--- src/logic/ir_tx_pkg.sv ---
// Constants and types of the infrared transmit timer
// Operation
// RULE1: Timer holds a 9-bit down counter, an output-enable flag and a zero detector.
// RULE2: Loading a nonzero count starts the countdown.
// RULE3: Count drops once per 64 clocks, or per 128 with half rate selected.
// RULE4: At zero the detector raises timer end and counting stops.
// RULE5: Timer end stays high while the count is zero and the timer stopped.
// RULE6: Timer end releases the timer-wait halt; execution resumes after it.
// RULE7: Interval is loaded count plus one, times the tick period.
// RULE8: With output enabled, indicator low and IR high while running, reversed stopped.
// RULE9: Running with output enabled, IR carries the carrier when carrier enabled.
// RULE10: Carrier disable bit zero enables the carrier; one gives steady high.
// RULE11: Timer stop during carrier high waits for the carrier fall.
// RULE12: First carrier high pulse after start may be shortened.
// RULE13: Burst end may lead by one low width or lag by one high width.
// RULE14: Software may pulse IR by loading zero with or without output enable. Here a zero load leaves run and the burst gate low, so IR gives no pulse.
// RULE15: Timer keeps running, outputs included, in the clock-running halt.
// RULE16: In oscillator-stopped standby the timer stops and its count clears.
// RULE17: Standby is entered only with the status flag at zero.
// RULE18: Leaving any standby sets the status flag.
// RULE19: Wake already present at request: no standby, status flag set.
// RULE20: Carrier select gives fx/8, fx/64, fx/96 half duty, fx/96 third duty.
// RULE21: Indicator drives status only in output mode; pull-down then off.
// RULE22: A timer load writes enable flag and nine count bits at once.
package ir_tx_pkg;

    localparam logic [3:0] ADDR_CTRL   = 4'h0;
    localparam logic [3:0] ADDR_TIMER  = 4'h4;
    localparam logic [3:0] ADDR_STATUS = 4'h8;
    localparam logic [3:0] ADDR_CMD    = 4'hc;

    localparam logic [1:0] RESP_OKAY   = 2'h0;
    localparam logic [1:0] RESP_SLVERR = 2'h2;

    // Tick periods in clock cycles, clk standing for the oscillator fx
    localparam int         TICK_SHORT    = 64;
    localparam int         TICK_LONG     = 128;
    localparam logic [6:0] TICK_SHORT_M1 = 7'(TICK_SHORT - 1);
    localparam logic [6:0] TICK_LONG_M1  = 7'(TICK_LONG - 1);

    // Carrier periods and high widths in clock cycles at full rate
    localparam logic [7:0] CAR_PER_8     = 8'h08;
    localparam logic [7:0] CAR_PER_64    = 8'h40;
    localparam logic [7:0] CAR_PER_96    = 8'h60;
    localparam logic [7:0] CAR_HI_THIRD  = 8'h20;

    localparam logic [2:0] HALT_TIMER_OP = 3'h5;

    typedef struct packed {
        logic       led_mode;
        logic       half_rate_select;
        logic       carrier_disable;
        logic [1:0] car_sel;
    } ctrl_type;

    localparam ctrl_type CTRL_RESET = 5'h13;

    typedef struct packed {
        logic       timer_out_enable;
        logic [8:0] count;
    } timer_word_type;

    typedef struct packed {
        logic       run;
        logic       stopped;
        logic       halted;
        logic       flag;
        logic       timer_end;
    } status_type;

    typedef struct packed {
        logic       clear_flag;
        logic       halt;
        logic [3:0] op;
    } cmd_type;

    typedef enum logic [1:0] {
        MODE_RUN  = 2'b00,
        MODE_HALT = 2'b01,
        MODE_STOP = 2'b10
    } mode_type;

    typedef struct packed {
        logic        awvalid;
        logic [3:0]  awaddr;
        logic        wvalid;
        logic [31:0] wdata;
        logic [3:0]  wstrb;
        logic        bready;
        logic        arvalid;
        logic [3:0]  araddr;
        logic        rready;
    } axil_req_type;

    typedef struct packed {
        logic        awready;
        logic        wready;
        logic        bvalid;
        logic [1:0]  bresp;
        logic        arready;
        logic        rvalid;
        logic [31:0] rdata;
        logic [1:0]  rresp;
    } axil_rsp_type;

endpackage

--- src/logic/carrier_gen.sv ---
// Carrier divider for the infrared output
`timescale 1ns/10ps
module carrier_gen
    import ir_tx_pkg::*;
(
    input  wire logic       clk,
    input  wire logic       rst,
    input  wire logic       osc_run,
    input  wire logic [1:0] car_sel,
    input  wire logic       half_rate_select,
    output logic            carrier
);

    typedef struct packed {
        logic [7:0] cnt;
        logic       level;
    } car_state_type;

    car_state_type q;
    car_state_type d;
    logic [7:0]    per;
    logic [7:0]    hi;

    // Free running, so the first pulse of a burst may be short
    always_comb begin  // [RULE12]
        d = q;
        case (car_sel)  // [RULE20]
            2'b00: begin
                per = CAR_PER_8;
                hi  = CAR_PER_8 >> 1;
            end
            2'b01: begin
                per = CAR_PER_64;
                hi  = CAR_PER_64 >> 1;
            end
            2'b10: begin
                per = CAR_PER_96;
                hi  = CAR_PER_96 >> 1;
            end
            default: begin
                per = CAR_PER_96;
                hi  = CAR_HI_THIRD;
            end
        endcase
        if (half_rate_select) begin  // [RULE20]
            per = per << 1;
            hi  = hi << 1;
        end
        if (!osc_run) begin
            d.cnt   = 8'h00;
            d.level = 1'b0;
        end else begin
            d.cnt   = (q.cnt >= per - 8'h01) ? 8'h00 : q.cnt + 8'h01;
            d.level = d.cnt < hi;
        end
    end

    always_ff @(posedge clk) begin
        if (rst) begin
            q <= '0;
        end else begin
            q <= d;
        end
    end

    assign carrier = q.level;

endmodule

--- src/logic/ir_remote_tx_timer.sv ---
// Infrared transmit timer with standby control and an AXI4-Lite register slave
//
// The register addresses and the AXI4-Lite slave port were left to the implementer.
`timescale 1ns/10ps
module ir_remote_tx_timer
    import ir_tx_pkg::*;
(
    input  wire logic   clk,
    input  wire logic   rst,
    input  axil_req_type axi_req,
    output axil_rsp_type axi_rsp,
    input  wire logic   key_wake,
    output logic        ir_drive_out,
    output logic        tx_indicator_pin,
    output logic        tx_indicator_oe_n,
    output logic        indicator_pulldown_en,
    output logic        timer_end,
    output logic        cpu_halted,
    output logic        osc_stopped,
    output logic        resume_pulse
);

    typedef struct packed {
        logic        aw_got;
        logic [3:0]  aw_addr;
        logic        w_got;
        logic [31:0] w_data;
        logic [3:0]  w_strb;
        logic        bvalid;
        logic [1:0]  bresp;
        logic        rvalid;
        logic [1:0]  rresp;
        logic [31:0] rdata;
        ctrl_type    ctrl;
        logic [8:0]  count;
        logic        timer_out_enable;
        logic        run;
        logic [6:0]  presc;
        logic        gate;
        logic        ir;
        logic        led;
        logic        flag;
        mode_type    mode;
        logic        resume;
    } state_type;

    state_type      q;
    state_type      d;
    logic           carrier;
    logic           tick;
    logic           tend;
    logic           aw_hs;
    logic           w_hs;
    logic           ar_hs;
    logic           twr;
    logic           wake_met;
    timer_word_type tw;
    cmd_type        cmd;
    status_type     st;

    carrier_gen u_carrier (
        .clk              (clk),
        .rst              (rst),
        .osc_run          (q.mode != MODE_STOP),
        .car_sel          (q.ctrl.car_sel),
        .half_rate_select (q.ctrl.half_rate_select),
        .carrier          (carrier)
    );

    // Zero detector: stopped with a zero count
    assign tend = !q.run && (q.count == 9'h000);  // [RULE1] [RULE5]

    always_comb begin
        d        = q;
        d.resume = 1'b0;
        twr      = 1'b0;
        tw       = timer_word_type'(q.w_data[9:0]);
        cmd      = cmd_type'(q.w_data[5:0]);
        wake_met = 1'b0;
        st       = '0;
        aw_hs    = axi_req.awvalid && !q.aw_got && !q.bvalid;
        w_hs     = axi_req.wvalid && !q.w_got && !q.bvalid;
        ar_hs    = axi_req.arvalid && !q.rvalid;

        // Write channel: address and data in either order, answer after both
        if (aw_hs) begin
            d.aw_got  = 1'b1;
            d.aw_addr = axi_req.awaddr;
        end
        if (w_hs) begin
            d.w_got  = 1'b1;
            d.w_data = axi_req.wdata;
            d.w_strb = axi_req.wstrb;
        end
        if (q.bvalid && axi_req.bready) begin
            d.bvalid = 1'b0;
        end
        if (q.aw_got && q.w_got) begin
            d.aw_got = 1'b0;
            d.w_got  = 1'b0;
            d.bvalid = 1'b1;
            d.bresp  = RESP_OKAY;
            case (q.aw_addr)
                ADDR_CTRL: begin
                    if (q.w_strb[0]) begin
                        d.ctrl = ctrl_type'(q.w_data[4:0]);
                    end
                end
                ADDR_TIMER: begin
                    // Partial writes are dropped so the ten bits never tear
                    twr = &q.w_strb[1:0];  // [RULE22]
                end
                ADDR_STATUS: begin
                    d.bresp = RESP_OKAY;
                end
                ADDR_CMD: begin
                    if (q.w_strb[0]) begin
                        d.flag = q.flag && !cmd.clear_flag;
                    end
                end
                default: begin
                    d.bresp = RESP_SLVERR;
                end
            endcase
        end

        // Read channel
        if (q.rvalid && axi_req.rready) begin
            d.rvalid = 1'b0;
        end
        if (ar_hs) begin
            d.rvalid = 1'b1;
            d.rresp  = RESP_OKAY;
            st.run       = q.run;
            st.stopped   = q.mode == MODE_STOP;
            st.halted    = q.mode == MODE_HALT;
            st.flag      = q.flag;
            st.timer_end = tend;
            case (axi_req.araddr)
                ADDR_CTRL: d.rdata = {27'h0, q.ctrl};
                ADDR_TIMER: d.rdata = {22'h0, q.timer_out_enable, q.count};
                ADDR_STATUS: d.rdata = {27'h0, st};
                ADDR_CMD: d.rdata = 32'h0;
                default: begin
                    d.rdata = 32'h0;
                    d.rresp = RESP_SLVERR;
                end
            endcase
        end

        // Tick prescaler
        tick = q.presc == (q.ctrl.half_rate_select ? TICK_LONG_M1 : TICK_SHORT_M1);  // [RULE3]
        d.presc = tick ? 7'h00 : q.presc + 7'h01;

        // Down counter; the final zero lasts one more tick before the stop
        if (tick && q.run) begin  // [RULE3] [RULE15]
            if (q.count == 9'h000) begin
                d.run = 1'b0;  // [RULE4] [RULE7]
            end else begin
                d.count = q.count - 9'h001;
            end
        end
        if (twr) begin
            d.count            = tw.count;  // [RULE22]
            d.timer_out_enable = tw.timer_out_enable;
            d.run              = tw.count != 9'h000;  // [RULE2]
            d.presc            = 7'h00;
        end

        // Standby: a halt command from the core
        if (q.aw_got && q.w_got && q.aw_addr == ADDR_CMD && q.w_strb[0] && cmd.halt
                && q.mode == MODE_RUN) begin
            wake_met = (cmd.op[2:0] == HALT_TIMER_OP) ? tend : key_wake;
            if (q.flag && !cmd.clear_flag) begin
                d.flag = wake_met;  // [RULE17]
            end else if (wake_met) begin
                d.flag = 1'b1;  // [RULE19]
            end else begin
                d.mode = (cmd.op[2:0] == HALT_TIMER_OP) ? MODE_HALT : MODE_STOP;  // [RULE17]
            end
        end
        case (q.mode)
            MODE_HALT: begin
                if (tend) begin
                    d.mode   = MODE_RUN;  // [RULE6]
                    d.flag   = 1'b1;  // [RULE18]
                    d.resume = 1'b1;
                end
            end
            MODE_STOP: begin
                // Oscillator stopped: no timer activity at all
                d.count            = 9'h000;  // [RULE16]
                d.timer_out_enable = 1'b0;
                d.run              = 1'b0;
                d.presc            = 7'h00;
                d.gate             = 1'b0;
                if (key_wake) begin
                    d.mode   = MODE_RUN;
                    d.flag   = 1'b1;  // [RULE18]
                    d.resume = 1'b1;
                end
            end
            MODE_RUN: begin
                d.mode = d.mode;
            end
            default: begin
                d.mode = MODE_RUN;
            end
        endcase

        // Burst gate waits for the carrier low so the last pulse stays whole
        if (q.mode != MODE_STOP) begin
            d.gate = (d.run && d.timer_out_enable)  // [RULE8]
                || (q.gate && carrier && !q.ctrl.carrier_disable);  // [RULE11] [RULE13]
        end
        d.ir  = d.gate && (d.ctrl.carrier_disable || carrier);  // [RULE9] [RULE10]
        d.led = !(d.run && d.timer_out_enable);  // [RULE8]
    end

    always_ff @(posedge clk) begin
        if (rst) begin
            q      <= '0;
            q.ctrl <= CTRL_RESET;
            q.led  <= 1'b1;
            q.mode <= MODE_RUN;
        end else begin
            q <= d;
        end
    end

    assign axi_rsp.awready       = !q.aw_got && !q.bvalid;
    assign axi_rsp.wready        = !q.w_got && !q.bvalid;
    assign axi_rsp.bvalid        = q.bvalid;
    assign axi_rsp.bresp         = q.bresp;
    assign axi_rsp.arready       = !q.rvalid;
    assign axi_rsp.rvalid        = q.rvalid;
    assign axi_rsp.rdata         = q.rdata;
    assign axi_rsp.rresp         = q.rresp;
    assign ir_drive_out          = q.ir;
    assign tx_indicator_pin      = q.led;
    assign tx_indicator_oe_n     = !q.ctrl.led_mode;  // [RULE21]
    assign indicator_pulldown_en = !q.ctrl.led_mode;  // [RULE21]
    assign timer_end             = tend;
    assign cpu_halted            = q.mode != MODE_RUN;
    assign osc_stopped           = q.mode == MODE_STOP;
    assign resume_pulse          = q.resume;

    AST_LOAD_START: assert property (@(posedge clk) disable iff (rst)  // [RULE2]
        twr && tw.count != 9'h000 && q.mode != MODE_STOP |=> q.run && q.count == $past(tw.count))
        else $error("Nonzero load did not start the timer");

    AST_DECREMENT: assert property (@(posedge clk) disable iff (rst)  // [RULE3]
        tick && q.run && q.count != 9'h000 && !twr && q.mode != MODE_STOP
        |=> q.count == $past(q.count) - 9'h001)
        else $error("Counter did not step down on a tick");

    AST_END_HOLD: assert property (@(posedge clk) disable iff (rst)  // [RULE5]
        tend && !twr |=> tend)
        else $error("Timer end dropped without a load");

    AST_LAST_TICK: assert property (@(posedge clk) disable iff (rst)  // [RULE7]
        tick && q.run && q.count == 9'h001 && !twr && q.mode == MODE_RUN
        |=> q.run && !tend)
        else $error("Timer stopped before the extra zero tick");

    AST_LED_STATUS: assert property (@(posedge clk) disable iff (rst)  // [RULE8]
        q.led == !(q.run && q.timer_out_enable))
        else $error("Indicator does not follow the timer state");

    AST_STEADY_HIGH: assert property (@(posedge clk) disable iff (rst)  // [RULE10]
        q.gate && q.ctrl.carrier_disable |-> q.ir)
        else $error("Carrier disabled but output not steady high");

    AST_CARRIER_SYNC: assert property (@(posedge clk) disable iff (rst)  // [RULE11]
        q.gate && carrier && !q.ctrl.carrier_disable && q.mode != MODE_STOP |=> q.gate)
        else $error("Burst cut while carrier high");

    AST_HALT_WAKE: assert property (@(posedge clk) disable iff (rst)  // [RULE6]
        q.mode == MODE_HALT && tend |=> q.mode == MODE_RUN && q.flag && q.resume)
        else $error("Timer end did not release the halt");

    AST_STOP_CLEAR: assert property (@(posedge clk) disable iff (rst)  // [RULE16]
        q.mode == MODE_STOP |=> q.count == 9'h000 && !q.run && !q.ir)
        else $error("Timer active in oscillator stop");

    AST_FLAG_BLOCKS: assert property (@(posedge clk) disable iff (rst)  // [RULE17]
        q.mode == MODE_RUN && q.flag && !cmd.clear_flag
        |=> q.mode == MODE_RUN)
        else $error("Standby entered with the flag set");

    AST_NO_SELF_START: assert property (@(posedge clk) disable iff (rst)  // [RULE2]
        !q.run && !twr
        |=> !q.run)
        else $error("Timer started without a load");

    AST_ZERO_STOP: assert property (@(posedge clk) disable iff (rst)  // [RULE4]
        tick && q.run && q.count == 9'h000 && !twr
        |=> !q.run && tend)
        else $error("Zero count did not stop the timer");

    // Burst output: the gate follows the timer, the pin follows the gate
    AST_GATE_RUN: assert property (@(posedge clk) disable iff (rst)  // [RULE8]
        q.run && q.timer_out_enable
        |-> q.gate)
        else $error("Burst gate closed while the timer runs");

    AST_IR_QUIET: assert property (@(posedge clk) disable iff (rst)  // [RULE8]
        !q.gate
        |-> !q.ir)
        else $error("IR output high outside a burst");

    // The pin is registered, so it trails the carrier by one cycle
    AST_CARRIER_PASS: assert property (@(posedge clk) disable iff (rst)  // [RULE9]
        q.gate && !q.ctrl.carrier_disable
        |-> q.ir == $past(carrier))
        else $error("IR output does not follow the carrier");

    AST_FULL_LOAD: assert property (@(posedge clk) disable iff (rst)  // [RULE22]
        twr && q.mode != MODE_STOP
        |=> {q.timer_out_enable, q.count} == $past(tw))
        else $error("Timer load did not write all ten bits");

    // Standby: a met wake condition blocks entry, a key leaves the stop
    AST_WAKE_BLOCKS: assert property (@(posedge clk) disable iff (rst)  // [RULE19]
        wake_met
        |=> q.mode == MODE_RUN && q.flag)
        else $error("Standby entered although wake was met");

    AST_STOP_WAKE: assert property (@(posedge clk) disable iff (rst)  // [RULE18]
        q.mode == MODE_STOP && key_wake
        |=> q.mode == MODE_RUN && q.flag && q.resume)
        else $error("Key wake did not leave the stop");

    // Bus answers stand until taken; the master may hold off its ready
    AST_BVALID_HOLD: assert property (@(posedge clk) disable iff (rst)
        q.bvalid && !axi_req.bready
        |=> q.bvalid && $stable(q.bresp))
        else $error("Write response dropped before it was taken");

    AST_RVALID_HOLD: assert property (@(posedge clk) disable iff (rst)
        q.rvalid && !axi_req.rready
        |=> q.rvalid && $stable(q.rdata))
        else $error("Read data dropped before it was taken");

endmodule

--- config.mk ---
export PLATFORM = sky130hd
export DESIGN_NAME = ir_remote_tx_timer
export DESIGN_NICKNAME = d
export VERILOG_FILES = /design/src/logic/ir_tx_pkg.sv /design/src/logic/carrier_gen.sv /design/src/logic/ir_remote_tx_timer.sv
export SDC_FILE = /design/constraint.sdc
export NUM_CORES = 1
export LEC_CHECK = 0
export ABC_AREA = 1
export BUFFER_PORTS_ARGS = -buffer_cell sky130_fd_sc_hd__clkbuf_2
export CORE_MARGIN = 4
export CORE_UTILIZATION = 57
export DETAILED_ROUTE_END_ITERATION = 12
export PLACE_DENSITY = 0.93
export SLEW_MARGIN = 10
export SYNTH_ARGS = -nofsm -noshare
export SYNTH_HDL_FRONTEND = slang
export SYNTH_SLANG_ARGS = --single-unit
export TNS_END_PERCENT = 1
--- constraint.sdc ---
create_clock -name clk -period 7.04 [get_ports clk]
set_input_delay 0.352 -clock clk [delete_from_list [all_inputs] [get_ports clk]]
set_output_delay 0.352 -clock clk [all_outputs]
set_load 0.01 [all_outputs]
==> results of run 1 <==
-- layout by cell type, fill, tap and decap left out --
master / count
clkbuf_2: 52
nand2_1: 102
o221ai_1: 1
dfxtp_1: 71
xnor2_1: 4
nand3_2: 1
o21ai_0: 33
xor2_1: 9
nor2_2: 6
a31oi_1: 6
nand2_2: 5
nor2_4: 4
nor2_1: 65
clkbuf_8: 10
o21a_1: 3
conb_1: 24
inv_1: 69
clkinv_4: 1
a21boi_1: 1
clkinvlp_4: 2
a21oi_1: 35
bufinv_16: 2
or2_2: 1
a21boi_0: 1
nand2_4: 1
nand4_2: 1
a21oi_2: 2
nor3_1: 7
ha_1: 17
o22ai_1: 4
nand3_1: 27
nand4_1: 6
nor2_8: 1
o211ai_1: 4
inv_2: 5
inv_6: 1
-- flip-flops by register name, summed over array words and instances (netlist names) --
register	flops
q	39
u_carrier.q	8
cmd	6
resume_pulse	1
axi_rsp	14
tx_indicator_pin	1
u_carrier.carrier	1
ir_drive_out	1
-- routing by layer --
metal  track usage [%]  part of all wire, %  vias to the layer above  routed length (µm)
met1              26.8                   45                     1482                3730
met2              32.6                   44                      167                3630
met4              7.40                  1.8                        0                 147
met3              7.08                  9.2                       14                 761
li1                  -                    -                     1738                   -
met5                 0                    0                        -                   0
-- power by group through the flow --
stage | registers, mW | logic [mW] | clock network [mW]
2_1_floorplan | 0.437 | 0.0689 | 0
3_3_place_gp | 0.440 | 0.0723 | 0
3_5_place_dp | 0.441 | 0.0757 | 0
4_1_cts | 0.432 | 0.0763 | 0.376
5_1_grt | 0.434 | 0.0877 | 0.395
6_report | 0.432 | 0.0767 | 0.372
-- cell families (layout without fill, tap and decap cells) --
logic type / after synthesis / after routing / share of synthesized area (%)
simple gates: 227 / 227 / 26.0
buf+inv: 123 / 142 / 15.9
compound gates: 90 / 90 / 12.8
flops: 71 / 71 / 36.7
fa+ha+maj: 17 / 17 / 5.49
xor+xnor: 13 / 13 / 2.94
other cells: 1 / 24 / 0.0968
-- layout make-up --
type / instances / area share [%]
inverter: 74 / 6.60
clock inverter: 6 / 2.20
sequential: 71 / 33.8
timing repair buffer: 52 / 6.18
tap: 77 / 2.29
multi-input combinational: 371 / 45.7
clock buffer: 10 / 3.27
-- worst paths after layout --
kind	startpoint	to	slack, ns
setup / recovery	q[28]$_SDFFE_PP0P_	u_carrier.carrier$_SDFF_PP0_	4.37
hold / removal	axi_req[6]	axi_rsp[38]$_SDFFE_PP0P_	0.23
setup reg to reg	q[28]$_SDFFE_PP0P_	u_carrier.carrier$_SDFF_PP0_	4.37
hold reg to reg	q[7]$_SDFF_PP0_	q[7]$_SDFF_PP0_	0.46
-- stage by stage --
| step | hold WS, ns | cell area, µm² | setup WS (ns) |
|---|---|---|---|
| after global routing | 0.226 | 4210 | 4.12 |
| after CTS | 0.228 | 4210 | 4.43 |
| after global placement | 0.427 | 3980 | 4.56 |
| final | 0.234 | 4210 | 4.37 |
| after detailed placement | 0.440 | 3980 | 4.47 |
| after floorplan | 0.417 | 3960 | 4.78 |
-- tightest hold or removal path, stage by stage --
cell and delay, ns:
clkbuf_2 0.07, inv_1 0.03, nand2_1 0.04, a21oi_1 0.05
==> results.cfg, run 1 <==
[place]
numPortBuffers = 52
dp.cells = 645
place_congestion = 0.912
place_hpwl_um = 6250

[pwr]
swShare_pct = 25.6
seqPwrFrac_pct = 49.1
power.total_mw = 0.880
combPwrFrac_pct = 8.7
leakagePower_nw = 2.03
p_switching_mw = 0.225
irDropWorstVdd_mv = 0.144
p_per_area_mw_per_mm2 = 209
clockPowerShare_pct = 42.2
intPower_mw = 0.655

[run_status]
status = finished, final reports clean

[sta]
rsz0062_at_grt = no
period_minus_slack_ns = 2.67
setup_tns_ns = 0
max_freq_ghz = 0.375
timing_worst_slew_pin_value_ns = 0.836
slew_viol_final = 0
final.setup_skew_ns = 0.00940
fin_crit_sh_pct = 37.9
finalHoldViolCount = 0
setup_viol = 0
max_slew_margin_pct = 44.2

[global_routing]
antenna_found_initial = 0
track_usage_pct = 20.9
grt_max_degree = 32
grt_pass1_vias = 3111
grt_pass1_wl_um = 13900
grt-ovfl-total = 0

[logic_synthesis]
ys_types = 35
netlist_top_cells_area = dfxtp_1 37%, nand2_1 9.9%, buf_4 7.6%
synth_area_per_cell_um2 = 7.15
syn_inst = 542
synth-seq-area-share_pct = 36.7
syn_area_mm2 = 0.00387
ys_ff_latch = 71
synth_top_area_share_pct = 36.7
async_reset_ff_share_pct = 0
synth-main-ff-cell = dfxtp_1
synth.top_cells.by_count = 102 x nand2_1, 71 x dfxtp_1, 69 x inv_1
synth_edf_count = 0
yosysWarnings = 0
yosys.area.top_type = dfxtp_1
synth.most_common_cell = nand2_1

[setup_path]
path_common_cell = nand2_1
path_cells = inv_2 > nor3_1 > a21oi_1 > ha_1 > nand2_1 > inv_1 > nand2_1 > nand2_1 > nor2_1 > inv_1 > nor2_1 > ha_1 > a21oi_1 > o211ai_1 > inv_1 > nand2_1 > nor2_1
cp.depth = 17
critical_path.top_delay_family = simple AND/OR/NAND/NOR gates
critPathMaxFanout = 7
arrival_ns = 2.96
criticalPathCategory = flop to flop
worstSetupEndpointType = flop
path_buf_inv = 4
reg2reg_depth = 17
crit_path_max_incr_delay_ns = 0.46
worstPathRequired_ns = 7.33
start_kind = flop
crit_slowest_cell = dfxtp_1

[detailed_routing]
drt.antenna.violating_nets = 0
via_count = 3401
vias_per_cell = 5.15
first_pass_iters = 5
routed_wl_um = 8270
wl_per_cell_um = 12.5
drt_first_iter_violations = 323
drc = 0

[final_layout]
fin_cells = 661
fin_util_pct = 65.1
layout-drive-gt1-share_pct = 16.3
area_delta_synth_final_pct = 8.62
register_area_mm2 = 0.00142
nets = 648
n_antenna_cell = 0
multi_input_area_mm2 = 0.00192
fillers = 560

[floorplan]
die_y_um = 90.4
num_io_pins = 101
die_w_um = 90.4
rows = 29
initial_core_util_pct = 60.0
die_area_mm2 = 0.00818
core_mm2 = 0.00646

[job]
drv_cap = 0

[clock_tree]
root_buffer = clkbuf_8
clock_sinks = 71
post_cts_buffers = 0
cts.htree.levels = 3
numCtsBuffers = 9
clk_path_buf_depth = 2
ctsResizeCount = 0
clkSlewWorstSetupHoldPaths_ns = 0.08
worstSkewPairLatency_ns = 0.36
hold_buffers = 0
cts_tree = yes

[min_path]
hold_class = input pin to flop
min_path_cells = 4
No activity file was read; power rests on OpenSTA's default activity.
==> run 2, diff against run 1 <==
- CORE_UTILIZATION: 57 -> 53
- PLACE_DENSITY: 0.93 -> 0.88
- clock period: 7.04 -> 2.61 ns (I/O delays scaled with it)
==> results.cfg, run 2 (synthesis gave the netlist of run 1 again) <==
[floorplan]
initial_core_util_pct = 55.8
die_w_um = 93.5
die_area_mm2 = 0.00874
rows = 30
num_io_pins = 101
die_y_um = 93.5
core_mm2 = 0.00694

[detailed_routing]
vias_per_cell = 5.01
drc = 0
first_pass_iters = 5
drt_first_iter_violations = 161
via_count = 3425
routed_wl_um = 8440
drt.antenna.violating_nets = 0
wl_per_cell_um = 12.3

[sta]
slew_viol_final = 0
setup_tns_ns = 0
timing_worst_slew_pin_value_ns = 0.801
final.setup_skew_ns = 0.00846
max_slew_margin_pct = 46.6
setup_viol = 0
max_freq_ghz = 0.425
whs_ns = 0.0259
fin_crit_sh_pct = 90.1
finalHoldViolCount = 0
period_minus_slack_ns = 2.35
rsz0062_at_grt = no

[final_layout]
top_register = q
largest_reg_flops = 39
area_delta_synth_final_pct = 10.7
n_antenna_cell = 0
fin_util_pct = 61.8
layout-drive-gt1-share_pct = 17.7
final_common_cell = nand2_1
mostFrequentLayoutCells = 102 x nand2_1, 69 x dfxtp_1, 68 x inv_1, 63 x nor2_1, 52 x clkbuf_2
nets = 652
fillers = 576

[pwr]
leakagePower_nw = 2.06
intPower_mw = 1.86
clockPowerShare_pct = 43.8
p_per_area_mw_per_mm2 = 571
combPwrFrac_pct = 8.6
irDropWorstVdd_mv = 0.388
swShare_pct = 24.0
p_switching_mw = 0.588
seqPwrFrac_pct = 47.6

[clock_tree]
clkSlewWorstSetupHoldPaths_ns = 0.08
hold_buffers = 0
worstSkewPairLatency_ns = 0.36
numCtsBuffers = 9
root_buffer = clkbuf_8
post_cts_buffers = 0
clock_sinks = 71
clk_path_buf_depth = 2
cts.htree.levels = 3
cts_tree = yes

[setup_path]
critPathMaxFanout = 6
crit_path_max_incr_delay_ns = 0.37
worstPathRequired_ns = 2.90
start_kind = flop
criticalPathCategory = flop to flop
worstSetupEndpointType = flop
critical_path.top_delay_family = simple AND/OR/NAND/NOR gates
path_common_cell = nand2_1
crit_slowest_cell = dfxtp_2
path_cells = inv_1 > nor3_1 > a21oi_1 > ha_1 > nand2_1 > inv_1 > nand2_1 > nand2_1 > nor2_2 > inv_2 > nor2_1 > ha_1 > a21oi_1 > o211ai_1 > inv_1 > nand2_1 > nor2_1
path_buf_inv = 4
arrival_ns = 2.65

[global_routing]
grt_max_degree = 32
antenna_found_initial = 0
grt_pass1_vias = 3258
grt-ovfl-total = 0
track_usage_pct = 20.1
grt_pass1_wl_um = 14100

[min_path]
hold_class = input pin to flop

[job]
drv_cap = 0

[place]
numPortBuffers = 52
place_congestion = 0.891
place_hpwl_um = 6400

[run_status]
status = finished, final reports clean
[run 2: stage by stage]
stage	instances	power (mW)	cell area, µm²	setup WS, ns
final	684	2.45	4290	0.257
after global routing	684	2.55	4290	0.0272
after CTS	684	2.46	4280	0.0731
after detailed placement	668	1.40	4030	0.121
after global placement	668	1.39	4030	0.262
after floorplan	565	1.37	3960	0.350
[run 2: layout make-up]
type / count / area, µm² / share of cell area [%]
Clock buffer: 10 / 138 / 3.21
Multi-Input combinational cell: 371 / 1930 / 45.0
Tap cell: 96 / 120 / 2.80
Sequential cell: 71 / 1420 / 33.2
Inverter: 74 / 278 / 6.48
Timing Repair Buffer: 56 / 290 / 6.77
Clock inverter: 6 / 108 / 2.51
[run 2: power by group through the flow]
| stage | clock network [mW] | registers (mW) | logic [mW] |
|---|---|---|---|
| final | 1.07 | 1.17 | 0.211 |
| after global routing | 1.14 | 1.17 | 0.243 |
| after CTS | 1.08 | 1.16 | 0.209 |
| after detailed placement | 0 | 1.19 | 0.208 |
| after global placement | 0 | 1.19 | 0.200 |
| after floorplan | 0 | 1.18 | 0.186 |
[run 2: worst paths after layout]
check | start | end | slack [ns] | cells past startpoint
hold / removal | axi_req[6] | axi_rsp[38]$_SDFFE_PP0P_ | 0.03 | 4
hold reg to reg | u_carrier.q[1]$_SDFF_PP0_ | u_carrier.q[1]$_SDFF_PP0_ | 0.45 | 1
setup reg to reg | q[25]$_SDFFE_PP1P_ | u_carrier.carrier$_SDFF_PP0_ | 0.26 | 17
setup / recovery | q[25]$_SDFFE_PP1P_ | u_carrier.carrier$_SDFF_PP0_ | 0.26 | 17
[run 2: layer usage]
| layer | vias up | part of all wire (%) | GRT usage, % | wire (µm) |
|---|---|---|---|---|
| li1 | 1750 | - | - | - |
| met1 | 1530 | 43 | 24.3 | 3610 |
| met2 | 121 | 48 | 32.9 | 4050 |
| met3 | 24 | 7.0 | 6.68 | 587 |
| met4 | 0 | 2.3 | 7.81 | 192 |
| met5 | - | 0 | 0 | 0 |
[run 2: worst min-delay path, cell delays in order]
cell,delay [ns]
clkbuf_2,0.08
inv_1,0.03
nand2_1,0.05
a21oi_1,0.05
[run 2: what timing repair did]
item | CTS | global route
hold endpoints to repair | 0 | 0
gates resized for setup | 0 | 6
setup endpoints to repair | 0 | 1
==> run 3, diff against run 2 <==
- PLACE_DENSITY: 0.88 -> 0.91
==> results.cfg, run 3 (synthesis gave the netlist of run 1 again) <==
[setup_path]
rr_endpoint = u_carrier.carrier$_SDFF_PP0_
reg2reg_depth = 17
path_cells = inv_1 > nor3_1 > a21oi_1 > ha_1 > nand2_1 > nor2_1 > nand2_1 > inv_1 > nor2_2 > inv_2 > nor2_1 > ha_1 > a21oi_1 > o211ai_1 > inv_1 > nand2_1 > nor2_1
cp.depth = 17
r2r_slack_ns = 0.17
path_buf_inv = 4
start_kind = flop
crit_start = q[25]$_SDFFE_PP1P_
worstSetupEndpoint = u_carrier.carrier$_SDFF_PP0_
crit_slowest_cell = dfxtp_2
rr_startpoint = q[25]$_SDFFE_PP1P_
criticalPathCategory = flop to flop
critPathMaxFanout = 6
worstSetupEndpointType = flop
crit_path_max_incr_delay_ns = 0.37
worstPathRequired_ns = 2.90
arrival_ns = 2.73
critical_path.top_delay_family = simple AND/OR/NAND/NOR gates

[sta]
period_minus_slack_ns = 2.44
finalHoldViolCount = 0
rsz0062_at_grt = no
timing_worst_slew_pin_value_ns = 0.780
whs_ns = 0.0181
slew_viol_final = 0
max_freq_ghz = 0.410
final.setup_skew_ns = 0.00767
setup_tns_ns = 0
fin_crit_sh_pct = 93.5
setup_viol = 0
max_slew_margin_pct = 47.9

[final_layout]
mostFrequentLayoutCells = 102 x nand2_1, 69 x dfxtp_1, 68 x inv_1, 63 x nor2_1, 52 x clkbuf_2
largest_reg_flops = 39
multi_input_area_mm2 = 0.00193
layout-drive-gt1-share_pct = 17.7
final_common_cell = nand2_1
n_antenna_cell = 0
register_area_mm2 = 0.00142
fillers = 606
area_delta_synth_final_pct = 9.50
nets = 652
top_register = q

[floorplan]
initial_core_util_pct = 55.8
die_y_um = 93.5
die_area_mm2 = 0.00874
core_mm2 = 0.00694
rows = 30
num_io_pins = 101
die_w_um = 93.5

[pwr]
irDropWorstVdd_mv = 0.352
leakagePower_nw = 2.04
p_per_area_mw_per_mm2 = 531

[place]
place_hpwl_um = 6550
place_congestion = 0.904
numPortBuffers = 52

[clock_tree]
clkSlewWorstSetupHoldPaths_ns = 0.07
hold_buffers = 0
numCtsBuffers = 9
cts_tree = yes
clock_sinks = 71
cts.htree.levels = 3
worstSkewPairLatency_ns = 0.35
clk_path_buf_depth = 2
root_buffer = clkbuf_8

[min_path]
hold_class = input pin to flop

[detailed_routing]
drc = 0
first_pass_iters = 6
drt.antenna.violating_nets = 0
routed_wl_um = 8740
via_count = 3523
drt_first_iter_violations = 278
vias_per_cell = 5.15
wl_per_cell_um = 12.8

[global_routing]
antenna_found_initial = 0
grt-ovfl-total = 0
grt_pass1_wl_um = 14400
track_usage_pct = 20.4
grt_pass1_vias = 3212
grt_max_degree = 32

[job]
drv_cap = 0

[run_status]
status = finished, final reports clean
-- run 3: worst min-delay path by stage --
stage,end,cells after the start,from,slack [ns]
floorplan,axi_rsp[38]$_SDFFE_PP0P_,3,axi_req[6],0.29
global placement,q[79]$_SDFFE_PP0P_,3,axi_req[18],0.38
detailed placement,axi_rsp[38]$_SDFFE_PP0P_,4,axi_req[6],0.39
CTS,axi_rsp[38]$_SDFFE_PP0P_,4,axi_req[6],0.008
global route,axi_rsp[38]$_SDFFE_PP0P_,4,axi_req[6],0.03
finish,axi_rsp[38]$_SDFFE_PP0P_,4,axi_req[6],0.02
-- run 3: where the power goes --
group	total, mW	switching (mW)	internal [mW]	leakage [nW]
Clock	0.875	0.413	0.462	0.0981
Sequential	1.17	0.0347	1.13	0.579
Combinational	0.211	0.139	0.0712	1.36
-- run 3: per-layer routing --
metal	vias to the layer above	track usage, %	wire length (µm)
li1	1749	-	-
met1	1590	24.6	3740
met2	158	34.4	4180
met3	26	6.03	604
met4	0	7.57	217
met5	-	0	0
-- run 3: area by class of cell --
class / count / share of cell area (%)
clock buffers: 10 / 3.24
clock inverters: 6 / 1.42
inverters: 74 / 6.55
multi-input cells: 371 / 45.5
flip-flops and latches: 71 / 33.6
well taps: 96 / 2.83
repair buffers: 56 / 6.84
-- run 3: timing repair --
item                       in CTS  in global routing
buffers inserted                0                  1
gates resized for setup         0                  6
setup endpoints to repair       0                  1
-- run 3: through the flow --
stage | util, % | cell area (µm²) | cells | total power, mW | setup WS [ns]
CTS | 60.8 | 4220 | 683 | 2.26 | 0.0840
global placement | 57.9 | 4020 | 667 | 1.39 | 0.279
detailed placement | 57.9 | 4020 | 667 | 1.40 | 0.0901
finish | 61.1 | 4240 | 684 | 2.25 | 0.169
global route | 61.1 | 4240 | 684 | 2.35 | 0.0296
floorplan | - | 3960 | 565 | 1.37 | 0.350
-- run 3: worst reg2reg max path, delay by kind of cell (launching register included) --
family,cells,cell delay (ns)
buffers and inverters,4,0.32
flip-flops,1,0.37
AND/OR/NAND/NOR,8,0.83
AO/OA/AOI/OAI,3,0.32
adder cells (fa/ha/maj),2,0.56
